$ cat src/adc_seq_pkg.sv
// Constants for the conversion sequencer
package adc_seq_pkg;
  localparam int DATA_W          = 10;
  localparam int CONV_CLKS       = 14;
  localparam int ACQ_MIN_X10     = 45;
  localparam int ACQ_MAX_X10     = 55;
  localparam int ACQ_CLKS        = (ACQ_MIN_X10 + ACQ_MAX_X10) / 20;
  localparam int CTL_DUAL_BIT    = 6;
  localparam int CTL_POL_BIT     = 9;
  localparam int CLK_DIV         = 4;
  localparam logic [9:0] CTL_RESET = 10'h000;
  localparam logic [9:0] INVALID_DATA = 10'h3FF;
endpackage : adc_seq_pkg

$ cat src/pin_sync.sv
// Three-stage pin synchroniser with agreement filter
`timescale 1ns/1ps
`default_nettype none
module pin_sync #(
  parameter logic RESET_VAL = 1'b1
) (
  input  wire logic ref_clk,
  input  wire logic arst_n,
  input  wire logic pin_in,
  output logic      level_out
);
  logic [2:0] stage_r;

  always_ff @(posedge ref_clk or negedge arst_n) begin
    if (!arst_n) begin
      stage_r <= {3{RESET_VAL}};
    end else begin
      stage_r <= {stage_r[1:0], pin_in};
    end
  end

  always_ff @(posedge ref_clk or negedge arst_n) begin
    if (!arst_n) begin
      level_out <= RESET_VAL;
    end else if (stage_r[1] == stage_r[2]) begin
      level_out <= stage_r[2];
    end
  end
endmodule : pin_sync
`default_nettype wire

$ cat src/adc_seq.sv
// Conversion sequencer with parallel host port and abort behaviour
// Function
// Read during conversion aborts, returns invalid data
// Host withholds reads while busy
// Write aborts; write fall drives busy
// After abort, acquire then fresh sequence
// Each conversion takes 14 master clocks
// Acquire 4.5 to 5.5 clocks after write
// Single mode: signal done, store first
// Dual mode: second conversion, then signal
// Write loads control register, starts conversion
// Dual reads alternate first/second registers
// Busy held from write fall to end
`timescale 1ns/1ps
`default_nettype none
module adc_seq
  import adc_seq_pkg::*;
#(
  parameter int DW = DATA_W
) (
  // Clock and reset
  input  wire logic          ref_clk,
  input  wire logic          arst_n,
  // Master clock pin
  input  wire logic          master_clock_input,
  // Host strobes, active low
  input  wire logic          cs_n,
  input  wire logic          wr_n,
  input  wire logic          rd_n,
  // Data port
  input  wire logic [DW-1:0] data_in,
  output logic      [DW-1:0] data_out,
  output logic               data_oe,
  // Converter core result bits
  input  wire logic [DW-1:0] core_sample,
  // Status and control
  output logic               busy_int,
  output logic      [DW-1:0] ctl_out,
  output logic      [DW-1:0] first_result_reg,
  output logic      [DW-1:0] second_result_reg
);
  if (DW != DATA_W || CONV_CLKS > 32 || ACQ_CLKS < 1 || ACQ_CLKS > 32) begin : g_param_check
    $error("adc_seq: DW must equal DATA_W and counts must fit the 5-bit counter");
  end

  typedef enum logic [3:0] {
    ST_IDLE  = 4'b0001,
    ST_HOLD  = 4'b0010,
    ST_ACQ   = 4'b0100,
    ST_CONV  = 4'b1000
  } state_type;

  ////////////////////////////////////////////////////////////////////////////
  logic mclk_s, cs_s, wr_s, rd_s;
  logic mclk_d_r, wr_d_r, rd_d_r;
  logic [DW-1:0] din_s1_r, din_s2_r;

  pin_sync #(.RESET_VAL(1'b0)) u_mclk (.ref_clk(ref_clk), .arst_n(arst_n), .pin_in(master_clock_input),
                                       .level_out(mclk_s));
  pin_sync #(.RESET_VAL(1'b1)) u_cs (.ref_clk(ref_clk), .arst_n(arst_n), .pin_in(cs_n), .level_out(cs_s));
  pin_sync #(.RESET_VAL(1'b1)) u_wr (.ref_clk(ref_clk), .arst_n(arst_n), .pin_in(wr_n), .level_out(wr_s));
  pin_sync #(.RESET_VAL(1'b1)) u_rd (.ref_clk(ref_clk), .arst_n(arst_n), .pin_in(rd_n), .level_out(rd_s));

  // Data bus delayed to line up with filtered strobes
  always_ff @(posedge ref_clk or negedge arst_n) begin
    if (!arst_n) begin
      din_s1_r <= '0;
      din_s2_r <= '0;
    end else begin
      din_s1_r <= data_in;
      din_s2_r <= din_s1_r;
    end
  end

  always_ff @(posedge ref_clk or negedge arst_n) begin
    if (!arst_n) begin
      mclk_d_r <= 1'b0;
      wr_d_r   <= 1'b1;
      rd_d_r   <= 1'b1;
    end else begin
      mclk_d_r <= mclk_s;
      wr_d_r   <= wr_s;
      rd_d_r   <= rd_s;
    end
  end

  logic mclk_tick, wr_fall, wr_rise, rd_fall, rd_rise;
  assign mclk_tick = mclk_s & ~mclk_d_r;
  assign wr_fall   = ~cs_s & rd_s & wr_d_r & ~wr_s;
  assign wr_rise   = ~wr_d_r & wr_s;
  assign rd_fall   = ~cs_s & wr_s & rd_d_r & ~rd_s;
  assign rd_rise   = ~rd_d_r & rd_s;

  ////////////////////////////////////////////////////////////////////////////
  state_type state_r;
  logic [4:0] cnt_r;
  logic       second_r;
  logic [DW-1:0] ctl_r;
  logic [DW-1:0] approx_r;
  logic       done_pulse;
  logic       dual;
  assign dual = ctl_r[CTL_DUAL_BIT];
  assign done_pulse = (state_r == ST_CONV) && mclk_tick && (cnt_r == 5'(CONV_CLKS - 1))
                      && (!dual || second_r);

  // Control register load on write fall
  always_ff @(posedge ref_clk or negedge arst_n) begin
    if (!arst_n) begin
      ctl_r <= CTL_RESET;
    end else if (wr_fall) begin
      ctl_r <= din_s2_r;
    end
  end

  // Sequencer
  always_ff @(posedge ref_clk or negedge arst_n) begin
    if (!arst_n) begin
      state_r  <= ST_IDLE;
      cnt_r    <= '0;
      second_r <= 1'b0;
      approx_r <= '0;
    end else if (wr_fall) begin
      state_r  <= ST_HOLD;
      cnt_r    <= '0;
      second_r <= 1'b0;
      approx_r <= '0;
    end else if (rd_fall && state_r != ST_IDLE) begin
      state_r  <= ST_IDLE;
      cnt_r    <= '0;
      second_r <= 1'b0;
      approx_r <= '0;
    end else begin
      case (state_r)
        ST_IDLE: begin
          cnt_r <= '0;
        end
        ST_HOLD: begin
          if (wr_rise) begin
            state_r <= ST_ACQ;
            cnt_r   <= '0;
          end
        end
        ST_ACQ: begin
          if (mclk_tick) begin
            if (cnt_r == 5'(ACQ_CLKS - 1)) begin
              state_r <= ST_CONV;
              cnt_r   <= '0;
            end else begin
              cnt_r <= cnt_r + 5'd1;
            end
          end
        end
        ST_CONV: begin
          if (mclk_tick) begin
            approx_r <= core_sample;
            if (cnt_r == 5'(CONV_CLKS - 1)) begin
              cnt_r    <= '0;
              approx_r <= '0;
              if (dual && !second_r) begin
                second_r <= 1'b1;
              end else begin
                state_r  <= ST_IDLE;
                second_r <= 1'b0;
              end
            end else begin
              cnt_r <= cnt_r + 5'd1;
            end
          end
        end
        default: state_r <= ST_IDLE;
      endcase
    end
  end

  // Result registers
  always_ff @(posedge ref_clk or negedge arst_n) begin
    if (!arst_n) begin
      first_result_reg  <= '0;
      second_result_reg <= '0;
    end else if (state_r == ST_CONV && mclk_tick && cnt_r == 5'(CONV_CLKS - 1) && !wr_fall && !rd_fall) begin
      if (second_r) begin
        second_result_reg <= core_sample;
      end else begin
        first_result_reg <= core_sample;
      end
    end
  end

  ////////////////////////////////////////////////////////////////////////////
  // Busy output, polarity chosen by control bit
  logic busy_lvl;
  assign busy_lvl = (state_r != ST_IDLE) && !(rd_fall && !wr_fall);
  always_ff @(posedge ref_clk or negedge arst_n) begin
    if (!arst_n) begin
      busy_int <= 1'b1;
    end else if (wr_fall) begin
      busy_int <= 1'b1;
    end else begin
      busy_int <= (busy_lvl && !done_pulse) ? ~ctl_r[CTL_POL_BIT] : ctl_r[CTL_POL_BIT];
    end
  end

  // Read pointer and data port
  logic rd_sel_r;
  always_ff @(posedge ref_clk or negedge arst_n) begin
    if (!arst_n) begin
      rd_sel_r <= 1'b0;
    end else if (wr_fall) begin
      rd_sel_r <= 1'b0;
    end else if (rd_fall && state_r == ST_IDLE) begin
      // Step on each accepted read in dual mode, hold at first in single; strobes release together so rise cannot be used
      rd_sel_r <= dual ? ~rd_sel_r : 1'b0;
    end
  end

  always_ff @(posedge ref_clk or negedge arst_n) begin
    if (!arst_n) begin
      data_out <= '0;
      data_oe  <= 1'b0;
    end else begin
      data_oe <= ~cs_s & ~rd_s & wr_s;
      if (rd_fall && state_r != ST_IDLE) begin
        data_out <= INVALID_DATA;
      end else if (rd_fall) begin
        data_out <= rd_sel_r ? second_result_reg : first_result_reg;
      end
    end
  end

  always_ff @(posedge ref_clk or negedge arst_n) begin
    if (!arst_n) begin
      ctl_out <= CTL_RESET;
    end else begin
      ctl_out <= ctl_r;
    end
  end
endmodule : adc_seq
`default_nettype wire

$ cat config.mk
export PLATFORM = sky130hd
export DESIGN_NAME = adc_seq
export DESIGN_NICKNAME = d
export VERILOG_FILES = /design/src/adc_seq_pkg.sv /design/src/pin_sync.sv /design/src/adc_seq.sv
export SDC_FILE = /design/constraint.sdc
export NUM_CORES = 1
export LEC_CHECK = 0
export BUFFER_PORTS_ARGS = -buffer_cell sky130_fd_sc_hd__buf_4
export CORE_UTILIZATION = 40
export CTS_CLUSTER_DIAMETER = 60
export DETAILED_ROUTE_END_ITERATION = 8
export GPL_TIMING_DRIVEN = 0
export PLACE_DENSITY_LB_ADDON = 0.3
export SYNTH_ARGS = -nofsm -noshare
export SYNTH_HDL_FRONTEND = slang
export SYNTH_SLANG_ARGS = --single-unit
$ cat constraint.sdc
create_clock -name ref_clk -period 1.8 [get_ports ref_clk]
set_input_delay 0 -clock ref_clk [delete_from_list [all_inputs] [get_ports ref_clk]]
set_output_delay 0 -clock ref_clk [all_outputs]
set_load 0.02 [all_outputs]
### Yosys cells after proc, flatten, opt, wreduce, memory -nomap -nowiden

Cells that the tools add are included.

| storage, ports and cells | value |
|---|---|
| word-level logic and storage cells | 121 |
| bits of input ports | 26 |
| memories kept | 0 |
| register bits after elaboration | 102 |
| memory bits (read-only) | 0 |
| output and inout bits | 42 |
| latch bits | 0 |
| RAM bits | 0 |

| operators by class | value |
|---|---|
| shift operators | 0 |
| divide/modulo/power cells | 0 |
| order comparisons | 0 |
| equality and inequality tests | 18 |
| muxes and demuxes | 31 |
| add/subtract/negate cells | 1 |
| bitwise gates (word level) | 18 |
| multiply operators | 0 |
| reductions and logical operators | 29 |

Operators with widths:

| cell | count |
|---|---|
| $mux 5 | 7 |
| $mux 4 | 8 |
| $mux 10 | 3 |
| $pmux 5 s4 | 1 |
| $pmux 4 s4 | 1 |
| $ne 4x4->1 const B | 3 |
| $logic_and 1x1->1 | 11 |
| $mux 1 | 11 |
| $and 1x1->1 | 10 |
| $reduce_bool 3->1 | 3 |
| $ne 4x3->1 const B | 2 |
| $not 1->1 | 8 |
| $reduce_and 7->1 | 1 |
| $logic_not 1->1 | 6 |
| $reduce_bool 6->1 | 1 |
| $add 5x1->5 const B | 1 |
| $eq 5x3->1 const B | 1 |
| $eq 5x4->1 const B | 1 |
| $eq 1x1->1 | 4 |
| $eq 4x1->1 const B | 1 |
| $eq 4x2->1 const B | 1 |
| $eq 4x3->1 const B | 1 |
| $eq 4x4->1 const B | 1 |
| $ne 4x1->1 const B | 1 |
| other kinds (7) | 9 |

### Logic depth before layout (Yosys ltp)

Gate-level depths: netlist of run 1.

| logic depth | value |
|---|---|
| word-level depth | 11 |
| gate-level depth with buffers | 8 |
| depth with buffers taken out | 7 |

### Modules after synthesis

From an unflattened synthesis of run 1, not the netlist that was laid out.

| unflattened totals | value |
|---|---|
| cells, all modules | 251 |
| area, all modules | 3716.1 µm² |

By module, submodules not included:

| module | times used | area each (µm²) | cells each |
|---|---|---|---|
| adc_seq | 1 | 3255.6 | 231 |
| pin_sync at u_cs ... | 3 | 116.4 | 5 |
| pin_sync at u_mclk | 1 | 111.4 | 5 |

### Worst setup path before layout of run 1

No wires, ideal clock.

| timing | value |
|---|---|
| kind | register to register |
| start | reg cnt_r[1] |
| end | reg second_result_reg[0] |
| library setup time | 0.125 ns |
| required time | 1.675 ns |
| slack | -0.117 ns |
| stages on the path, launching flop included | 9 |
| data arrival time | 1.792 ns |
| period minus slack after synthesis | 1.917 ns |
| cells stage by stage | dfrtp_1 > inv_1 > ha_1 > nand4b_2 > nor2_4 > nand2_2 > or3_1 > buf_6 > mux2_4 |

| between the ends | value |
|---|---|
| longest elaborated chain between the ends | 5 |

RTL lines:

| element | RTL line | RTL |
|---|---|---|
| from (decl) | adc_seq.sv:96 | `logic [4:0] cnt_r;` |
| from (signal assigned) | adc_seq.sv:149 | `cnt_r <= cnt_r + 5'd1;` |
| from (signal assigned) | adc_seq.sv:166 | `cnt_r <= cnt_r + 5'd1;` |
| $eq 5x4->1 | adc_seq.sv:180 | `end else if (state_r == ST_CONV && mclk_tick && cnt_r == 5'(CONV_CLKS - 1) && !wr_fall && !rd_fall) begin` |
| $logic_and 1x1->1 (3 in series) | adc_seq.sv:180 |  |
| $reduce_and 2->1 (no source line) | -- |  |
| to (signal assigned) | adc_seq.sv:182 | `second_result_reg <= core_sample;` |
| to (decl) | adc_seq.sv:40 | `output logic [DW-1:0] second_result_reg` |

Every way passes these cells.
A chain may end at the register's enable or synchronous reset.

### Final worst setup path of run 1

Ends and elaborated chain as after synthesis.

==> flow_metrics.tcl, run 1 <==
set metrics [dict create \
    status "finished with violations" \
    failed_checks "negative setup slack" \
    num_clock_sinks 102 \
    worstSetupStartpointType "register" \
    post_synth_net_total 314 \
    total_of_buffers_placed_on_input_and_output_ports 67 \
    die_height_um 99.90 \
    num_antenna_cells 0 \
    crit-reg2reg-capture "second_result_reg[0]" \
    seq_area_sq_um 2575 \
    detailroute.via_count 2589 \
    global_route.usage.met2 0.2578 \
    clock_tree_skew_after_final_layout_ps 12.89 \
    cpMaxStageDelayCell "sky130_fd_sc_hd__or3_4" \
    core_region_area_sq_um 9284 \
    cts_tree "yes" \
    cpLargestDelayFamily "simple AND/OR/NAND/NOR gates" \
    post_synth_edffs 0 \
    finalHoldWorstSlack_ps 238.6 \
    power.ir.vdd_worst_uv 560.0 \
    detail_route.wirelength_um 7777 \
    grt_remaining_overflow 0 \
    clockBufferDepth 2 \
    first_global_vias 2608 \
    grt_use_met3 0.04178 \
    drc 0 \
    h-tree-depth 3 \
    yosys.cell_types.count 47 \
    cp_data_arrival_time_ps 2160 \
    placementRows 35 \
    worstSkewPairLatency_ps 370 \
    place_hpwl_um 4751 \
    routabilityCongestion 0.8420 \
    slew_headroom 0.3709 \
    setup-tns-final_ps -1231 \
    global_route_wire_length_before_repair_um 12830 \
    slew_violations 0 \
    hold_path_class "input pin to async pin" \
    setup-violations-final 18 \
    fin_ws_ps -104.5 \
    post_drt_via_cell_ratio 4.848 \
    worst-r2r-cell-count 8 \
    fill_cells 776 \
    route.antenna.remaining_nets 0 \
    top_library_cells_by_usage_in_the_layout_fill_and_taps_aside "sky130_fd_sc_hd__dfrtp_1 (84), sky130_fd_sc_hd__buf_4 (75), sky130_fd_sc_hd__nand2_1 (38)" \
    layoutNonFillerInstCount 534 \
    post_route_cells_drive_above_1_share 0.4074 \
    drt_iter0_markers 128 \
    crit_path_max_fanout 5 \
    synth_area_sq_um 3834 \
    synth-warning-count 0 \
    category_of_the_worst_setup_path_capture_point "register" \
    leakage_nw 2.412 \
    cellPowerDensity_nw_per_um2 1032 \
    die-area_sq_um 9980 \
    grt_antenna_before_repair 0 \
    timing.rr.start "cnt_r[1]" \
    route.detailed.wl_per_inst_um 14.56 \
    worst_slew_pin_slew_ps 943.7 \
    detailedRoute.firstPassIterationCount 4 \
    synthToLayoutAreaGrowth_pct 37.40 \
    final_hold_viol_count 0 \
    path_cells "inv_2, ha_4, nand4b_4, nor2_4, nand2_2, or3_4, buf_8, mux2_4" \
    synth_top_flop_cell "sky130_fd_sc_hd__dfrtp_1" \
    floorplan.initialDensity 0.4129 \
    grt.met1_usage 0.2345 \
    reg2reg_setup_slack_ps -100 \
    synthArstFlopShare 1.000 \
    critical_path_start_end_classification "register to register" \
    multi_input_comb_area_sq_um 1361 \
    globalRouteTotalUtil 0.1695 \
    io_pins 68 \
    synthCells 285 \
    synthesis.area_per_instance_sq_um 13.45 \
    period_minus_slack_ps 1905 \
    cts_buffers 9 \
    numPlacedInstances 481 \
    clk_transition_reported_paths_ps 100 \
    fp.dieW_um 99.90 \
    synth_seq_cells 102 \
    grt_setup_unrepaired "yes" \
    root_buffer "sky130_fd_sc_hd__clkbuf_8" \
    critical_path.n_buffers_inverters 2 \
    top_usage_layer "met2" \
    worst_endpoint_required_time_ps 2060 \
    ys_seq_area_frac 0.6710 \
    grt_start_max_net_pins 103 \
    power_w 0.005438 \
    max_clock_freq_mhz 525.1 \
    layout.nets 429 \
    min_period_over_period 1.058 \
    maxCapViolCount 0 \
    layout.cells.most_common "sky130_fd_sc_hd__dfrtp_1" \
    critPathMaxStageDelay_ps 410 \
]
==> synth_stat cells, drive strengths merged, types with 4 or more instances <==
cell / count / area share
o31ai: 4 / 0.0078
a21oi: 6 / 0.0078
a31oi: 10 / 0.016
dfrtp: 86 / 0.56
dfstp: 16 / 0.11
o21ai: 6 / 0.0078
inv: 4 / 0.0039
nand3: 6 / 0.0078
maj3: 4 / 0.010
mux2: 20 / 0.069
mux2i: 11 / 0.029
nand2: 39 / 0.039
buf: 4 / 0.0065
nor2: 16 / 0.018
nand2b: 4 / 0.0065
nor2b: 4 / 0.0065
clkbuf: 8 / 0.0078
nor3: 4 / 0.0082
==> report_power, final <==
| part | switching, W | leakage (nW) | total [W] | internal [W] |
|---|---|---|---|---|
| Combinational | 0.000633 | 1.08 | 0.00116 | 0.000530 |
| Clock | 0.000873 | 0.0979 | 0.00142 | 0.000548 |
| Sequential | 0.000200 | 1.23 | 0.00285 | 0.00265 |
==> kinds of logic (layout without fill, tap and decap cells) <==
family | Yosys count | after routing | share of synthesized area
AOI/OAI and AO/OA | 40 | 40 | 0.07083
and+or+nand+nor | 86 | 86 | 0.1155
buffers and inverters | 16 | 136 | 0.01827
adders and majority gates | 7 | 7 | 0.02024
muxes | 31 | 31 | 0.09726
DFF | 102 | 102 | 0.6710
xor gates and xnor gates | 3 | 3 | 0.006855
==> how the worst max path moves through the flow <==
stage / from / end / slack, ps / cells after the start
after floorplan: cnt_r[1] / second_result_reg[0] / -40 / 8
after global placement: u_rd.level_out / first_result_reg[5] / -320 / 4
after detailed placement: u_rd.level_out / first_result_reg[4] / -330 / 4
after CTS: cnt_r[1] / busy_int / -130 / 8
after global routing: cnt_r[1] / busy_int / -160 / 8
final: cnt_r[1] / second_result_reg[0] / -100 / 8
==> per-stage QoR <==
stage / setup WS [ps] / util / instance area (sq um)
after floorplan: -40.45 / - / 3871
after global placement: -323.0 / 0.4885 / 4536
after detailed placement: -326.5 / 0.4885 / 4536
after CTS: -131.7 / 0.5554 / 5156
after global routing: -160.8 / 0.5674 / 5268
final: -104.5 / 0.5674 / 5268
==> worst register-to-register path, delay by kind of cell, from the launching register on <==
family	cells	cell delay [ps]
simple gates	4	730
flops	1	400
mux	1	300
fa+ha+maj	1	150
buf+inv	2	240
==> per-layer routing <==
metal | share of wire | routed length (um) | vias to the layer above
met5 | 0 | 0 | -
met4 | 0.013 | 104 | 0
li1 | - | - | 1230
met3 | 0.037 | 288 | 8
met2 | 0.49 | 3780 | 49
met1 | 0.46 | 3603 | 1302
==> repair_timing <==
action,in CTS,in global routing
pin swaps,7,10
buffers inserted,13,0
hold endpoints to repair,120,0
endpoints found under the setup margin,42,49
gates cloned,1,0
gates resized for setup,16,29
hold buffers,25,0
==> cell type report <==
cell class | count | share of cell area
Clock buffer | 9 | 0.02352
Buffer | 10 | 0.01069
Timing Repair Buffer | 106 | 0.1703
Clock inverter | 7 | 0.01473
Multi-Input combinational cell | 167 | 0.2584
Sequential cell | 102 | 0.4888
Inverter | 4 | 0.002850
Tap cell | 129 | 0.03064
No activity file was read; power rests on OpenSTA's default activity.
==> run 2: changes to the inputs <==
clock period = 1.66 ns   (was 1.8 ns; I/O delays follow)
==> run 2 against run 1 <==
Net effect:
- critical path depth unchanged
- maximum frequency down 0.69%
- largest power group unchanged
- the run still ends with negative setup slack left
- die area unchanged
- sequential power up 8.4%
- register-to-register slack worse by 150 ps
- critical path type unchanged
- clock power up 15%
- clock skew up 0.84 ps
- highest routed layer unchanged
==> flow_metrics.tcl, run 2 (synthesis results as in run 1) <==
set metrics [dict create \
    status "finished with violations" \
    fp.dieW_um 99.90 \
    clk_transition_reported_paths_ps 120 \
    synthToLayoutAreaGrowth_pct 41.87 \
    worstSetupStartpointType "register" \
    drc 0 \
    global_route_wire_length_before_repair_um 13090 \
    internal_power_w 0.004093 \
    placementRows 35 \
    num_antenna_cells 0 \
    route.detailed.wl_per_inst_um 14.92 \
    globalRouteTotalUtil 0.1732 \
    category_of_the_worst_setup_path_capture_point "register" \
    root_buffer "sky130_fd_sc_hd__clkbuf_8" \
    critical_path_start_end_classification "register to register" \
    cts_tree "yes" \
    total_of_buffers_placed_on_input_and_output_ports 67 \
    cellPowerDensity_nw_per_um2 1107 \
    worstSkewPairLatency_ps 370 \
    detailedRoute.firstPassIterationCount 4 \
    floorplan.initialDensity 0.4129 \
    place_hpwl_um 4921 \
    grt_start_max_net_pins 103 \
    h-tree-depth 3 \
    final_hold_viol_count 0 \
    top_library_cells_by_usage_in_the_layout_fill_and_taps_aside "sky130_fd_sc_hd__buf_4 (84), sky130_fd_sc_hd__dfrtp_1 (84), sky130_fd_sc_hd__nand2_1 (38)" \
    drt_iter0_markers 88 \
    top_usage_layer "met2" \
    utilization 0.5858 \
    period_minus_slack_ps 1918 \
    worst_endpoint_required_time_ps 1950 \
    slew_headroom 0.5158 \
    grt_remaining_overflow 0 \
    grt.met1_usage 0.2102 \
    slew_violations 0 \
    leakage_nw 2.484 \
    post_route_cells_drive_above_1_share 0.4334 \
    seqPwrFrac 0.514 \
    critPathMaxStageDelay_ps 470 \
    clockBufferDepth 2 \
    setup-violations-final 29 \
    die_height_um 99.90 \
    grt_setup_unrepaired "yes" \
    min_period_over_period 1.155 \
    path_cells "inv_2, ha_4, nand4b_4, buf_6, or4_4, o211ai_1, xor2_1, nand2_1" \
    layoutNonFillerInstCount 542 \
    crit_path_max_fanout 2 \
    p_comb_frac 0.214 \
    detailroute.via_count 2664 \
    die-area_sq_um 9980 \
    core_region_area_sq_um 9284 \
    failed_checks "negative setup slack" \
    hold_path_class "input pin to async pin" \
    stdcell_area_sq_um 5439 \
    power.share.clock 0.272 \
    io_pins 68 \
    detail_route.wirelength_um 8089 \
    setup-tns-final_ps -4114 \
    routabilityCongestion 0.7914 \
    fin_ws_ps -257.8 \
    switching_share 0.3204 \
    cp_data_arrival_time_ps 2200 \
    clock_tree_skew_after_final_layout_ps 13.73 \
    post_dp_cell_area_sq_um 4597 \
    first_global_vias 2693 \
    cpMaxStageDelayCell "sky130_fd_sc_hd__or4_4" \
    grt_antenna_before_repair 0 \
    worst_slew_pin_slew_ps 726.3 \
    global_route.usage.met2 0.2923 \
    maxCapViolCount 0 \
    cts_buffers 9 \
    power.ir.vdd_worst_uv 693.3 \
    num_clock_sinks 102 \
    total_switching_power_w 0.001930 \
    max_clock_freq_mhz 521.4 \
    layout.nets 437 \
    grt_use_met3 0.04596 \
    numPlacedInstances 481 \
    post_drt_via_cell_ratio 4.915 \
    route.antenna.remaining_nets 0 \
]
[run 2: cell type report]
class | count | area [sq um]
sequential | 102 | 2575
clock inverter | 7 | 93.84
tap | 129 | 161.4
multi-input combinational | 167 | 1420
timing repair buffer | 114 | 982.2
buffer | 10 | 67.56
fill | 747 | 3845
inverter | 4 | 15.01
clock buffer | 9 | 123.9
[run 2: stage by stage]
| stage | worst slack [ps] | hold slack (ps) | power, W |
|---|---|---|---|
| floorplan | -177.8 | -295.6 | 0.003748 |
| CTS | -275.9 | 236.7 | 0.006078 |
| global route | -343.1 | 67.29 | 0.006327 |
| global placement | -441.1 | 108.7 | 0.004305 |
| detailed placement | -455.5 | 109.4 | 0.004335 |
| finish | -257.8 | 56.06 | 0.006023 |
[run 2: path summary, 6_finish.rpt]
kind                              from               to  slack (ps)  cells after the start
max                           cnt_r[1]         busy_int        -260                      8
min reg2reg                din_s1_r[7]      din_s2_r[7]         360                      0
max in group asynchronous       arst_n       state_r[0]         890                      3
min in group ref_clk              cs_n  u_cs.stage_r[0]         260                      2
max reg2reg                   cnt_r[1]         busy_int        -260                      8
min                             arst_n       ctl_out[1]          60                      2
[run 2: what timing repair did]
| action | CTS | global route |
|---|---|---|
| pin swaps | 14 | 7 |
| hold buffers | 25 | 0 |
| hold endpoints to repair | 120 | 0 |
| setup endpoints to repair | 51 | 41 |
| gates cloned | 1 | 0 |
| setup buffers | 20 | 0 |
| gates resized for setup | 38 | 10 |
[run 2: power groups by stage]
stage | Clock [W] | Sequential, W | Combinational (W)
final | 0.00164 | 0.00309 | 0.00129
after global routing | 0.00179 | 0.00314 | 0.00139
after CTS | 0.00169 | 0.00310 | 0.00129
after detailed placement | 0 | 0.00314 | 0.00119
after global placement | 0 | 0.00313 | 0.00118
after floorplan | 0 | 0.00337 | 0.000382
[run 2: critical path: cells and delay by family, from the launching register on]
family                     cells  cell delay [ps]
AOI/OAI and AO/OA              1              220
buffers and inverters          2              230
xor gates and xnor gates       1              180
and+or+nand+nor                3              680
DFF                            1              400
adders and majority gates      1              130
[run 2: metal layers]
metal / up-vias / routed length [um]
li1: 1243 / -
met3: 16 / 323
met1: 1354 / 3399
met5: - / 0
met4: 0 / 174
met2: 51 / 4193
==> run 3: changes to the inputs <==
CORE_ASPECT_RATIO = 0.5   (was not set)
==> run 3 against run 2 <==
Net effect:
- the run still ends with negative setup slack left
- wire length grew 3.5%
- sequential cell count did not move
- via count fell by 1.5%
- setup slack worse by 13 ps
- maximum frequency shrank 0.66%
- critical endpoint is now second_result_reg[4]
- largest cell class unchanged
- largest power group unchanged
==> flow_metrics.tcl, run 3 (synthesis results as in run 1) <==
set metrics [dict create \
    status "finished with violations" \
    failed_checks "negative setup slack" \
    detail_route.wirelength_um 8372 \
    worstSetupStartpointType "register" \
    setup-violations-final 38 \
    power.share.clock 0.323 \
    placementRows 24 \
    cp_data_arrival_time_ps 2150 \
    io_pins 68 \
    crit_path_max_fanout 5 \
    synthToLayoutAreaGrowth_pct 42.62 \
    root_buffer "sky130_fd_sc_hd__clkbuf_16" \
    routabilityCongestion 0.8016 \
    total_of_buffers_placed_on_input_and_output_ports 67 \
    power.ir.vdd_worst_uv 556.7 \
    power_w 0.006481 \
    cellPowerDensity_nw_per_um2 1185 \
    route.detailed.wl_per_inst_um 15.92 \
    cpMaxStageDelayCell "sky130_fd_sc_hd__or3_4" \
    fin_ws_ps -270.5 \
    detailedRoute.firstPassIterationCount 4 \
    grt_remaining_overflow 0 \
    worst_slew_pin_slew_ps 690.0 \
    core_region_area_sq_um 9009 \
    post_route_cells_drive_above_1_share 0.4156 \
    num_clock_sinks 102 \
    layoutNonFillerInstCount 526 \
    path_cells "inv_2, ha_4, nand4b_4, nor2_4, nand2_2, or3_4, buf_8, mux2_4" \
    seqPwrFrac 0.475 \
    grt_antenna_before_repair 0 \
    num_antenna_cells 0 \
    first_global_vias 2781 \
    max_clock_freq_mhz 518.0 \
    placement.setup.worst_slack_ps -502.7 \
    cts_tree "yes" \
    critical_path_start_end_classification "register to register" \
    die-area_sq_um 10000 \
    internal_power_w 0.004664 \
    maxCapViolCount 0 \
    detailroute.via_count 2625 \
    post_drt_via_cell_ratio 4.990 \
    leakage_nw 2.509 \
    period_minus_slack_ps 1930 \
    total_switching_power_w 0.001817 \
    floorplan.initialDensity 0.4256 \
    min_period_over_period 1.163 \
    drc 0 \
    worst_endpoint_required_time_ps 1880 \
    die_height_um 71.23 \
    hold_path_class "input pin to async pin" \
    slew_violations 0 \
    clock_tree_skew_after_final_layout_ps 7.524 \
    clk_transition_reported_paths_ps 70 \
    h-tree-depth 3 \
    fp.dieW_um 140.5 \
    setup-tns-final_ps -5690 \
    grt_setup_unrepaired "yes" \
    clockBufferDepth 2 \
    route.antenna.remaining_nets 0 \
    numPlacedInstances 469 \
    switching_share 0.2804 \
    global_route_wire_length_before_repair_um 14150 \
    critPathMaxStageDelay_ps 410 \
    grt_start_max_net_pins 103 \
    p_comb_frac 0.202 \
    cts_buffers 9 \
    final_hold_viol_count 0 \
    globalRouteTotalUtil 0.1847 \
    place_hpwl_um 5158 \
    category_of_the_worst_setup_path_capture_point "register" \
    top_library_cells_by_usage_in_the_layout_fill_and_taps_aside "sky130_fd_sc_hd__buf_4 (84), sky130_fd_sc_hd__dfrtp_1 (84), sky130_fd_sc_hd__nand2_1 (38)" \
    drt_iter0_markers 171 \
    layout.nets 433 \
    worstSkewPairLatency_ps 340 \
    slew_headroom 0.5400 \
]
[run 3: final timing paths]
kind,from,endpoint,slack (ps),cells past startpoint
min in group ref_clk,data_in[4],din_s1_r[4],310,2
worst min-delay path,arst_n,data_out[8],150,2
max in group asynchronous,arst_n,state_r[0],810,3
worst max-delay path,cnt_r[1],second_result_reg[4],-270,8
worst max register to register,cnt_r[1],second_result_reg[4],-270,8
worst min register to register,din_s1_r[1],din_s2_r[1],350,0
[run 3: through the flow]
step,area [sq um],utilization,hold WS (ps)
2_1_floorplan,3933,-,-295.6
3_3_place_gp,4582,0.5086,108.6
3_5_place_dp,4582,0.5086,109.3
4_1_cts,5399,0.5993,294.6
5_1_grt,5468,0.6069,190.7
6_report,5468,0.6069,145.8
[run 3: cell type report]
| type | instances | area (sq um) |
|---|---|---|
| buffer | 10 | 73.82 |
| clock buffer | 11 | 232.7 |
| clock inverter | 5 | 66.31 |
| fill | 696 | 3541 |
| inverter | 4 | 15.01 |
| multi-input combinational | 167 | 1414 |
| sequential | 102 | 2575 |
| tap | 117 | 146.4 |
| timing repair buffer | 110 | 944.7 |
[run 3: power by group through the flow]
stage / registers (W) / clock network, W / logic [W]
after floorplan: 0.00337 / 0 / 0.000382
after global placement: 0.00311 / 0 / 0.00118
after detailed placement: 0.00313 / 0 / 0.00121
after CTS: 0.00309 / 0.00213 / 0.00130
after global routing: 0.00313 / 0.00225 / 0.00141
final: 0.00308 / 0.00209 / 0.00131
[run 3: timing repair]
action,CTS,global route
hold buffers,25,0
pin swaps,8,8
buffers inserted,13,3
gates cloned,1,0
hold endpoints to repair,120,0
gates resized for setup,39,8
endpoints found under the setup margin,51,51
[run 3: worst max-delay path: cells and delay by family, from the launching register on]
| kind | cells | cell delay, ps |
|---|---|---|
| adders and majority gates | 1 | 130 |
| buffers and inverters | 2 | 240 |
| DFF | 1 | 400 |
| muxes | 1 | 290 |
| and+or+nand+nor | 4 | 740 |
[run 3: per-layer routing]
metal	up-vias	track usage	part of all wire
li1	1235	-	-
met1	1317	0.2410	0.45
met2	59	0.3072	0.49
met3	14	0.04880	0.042
met4	0	0.05918	0.017
met5	-	0	0
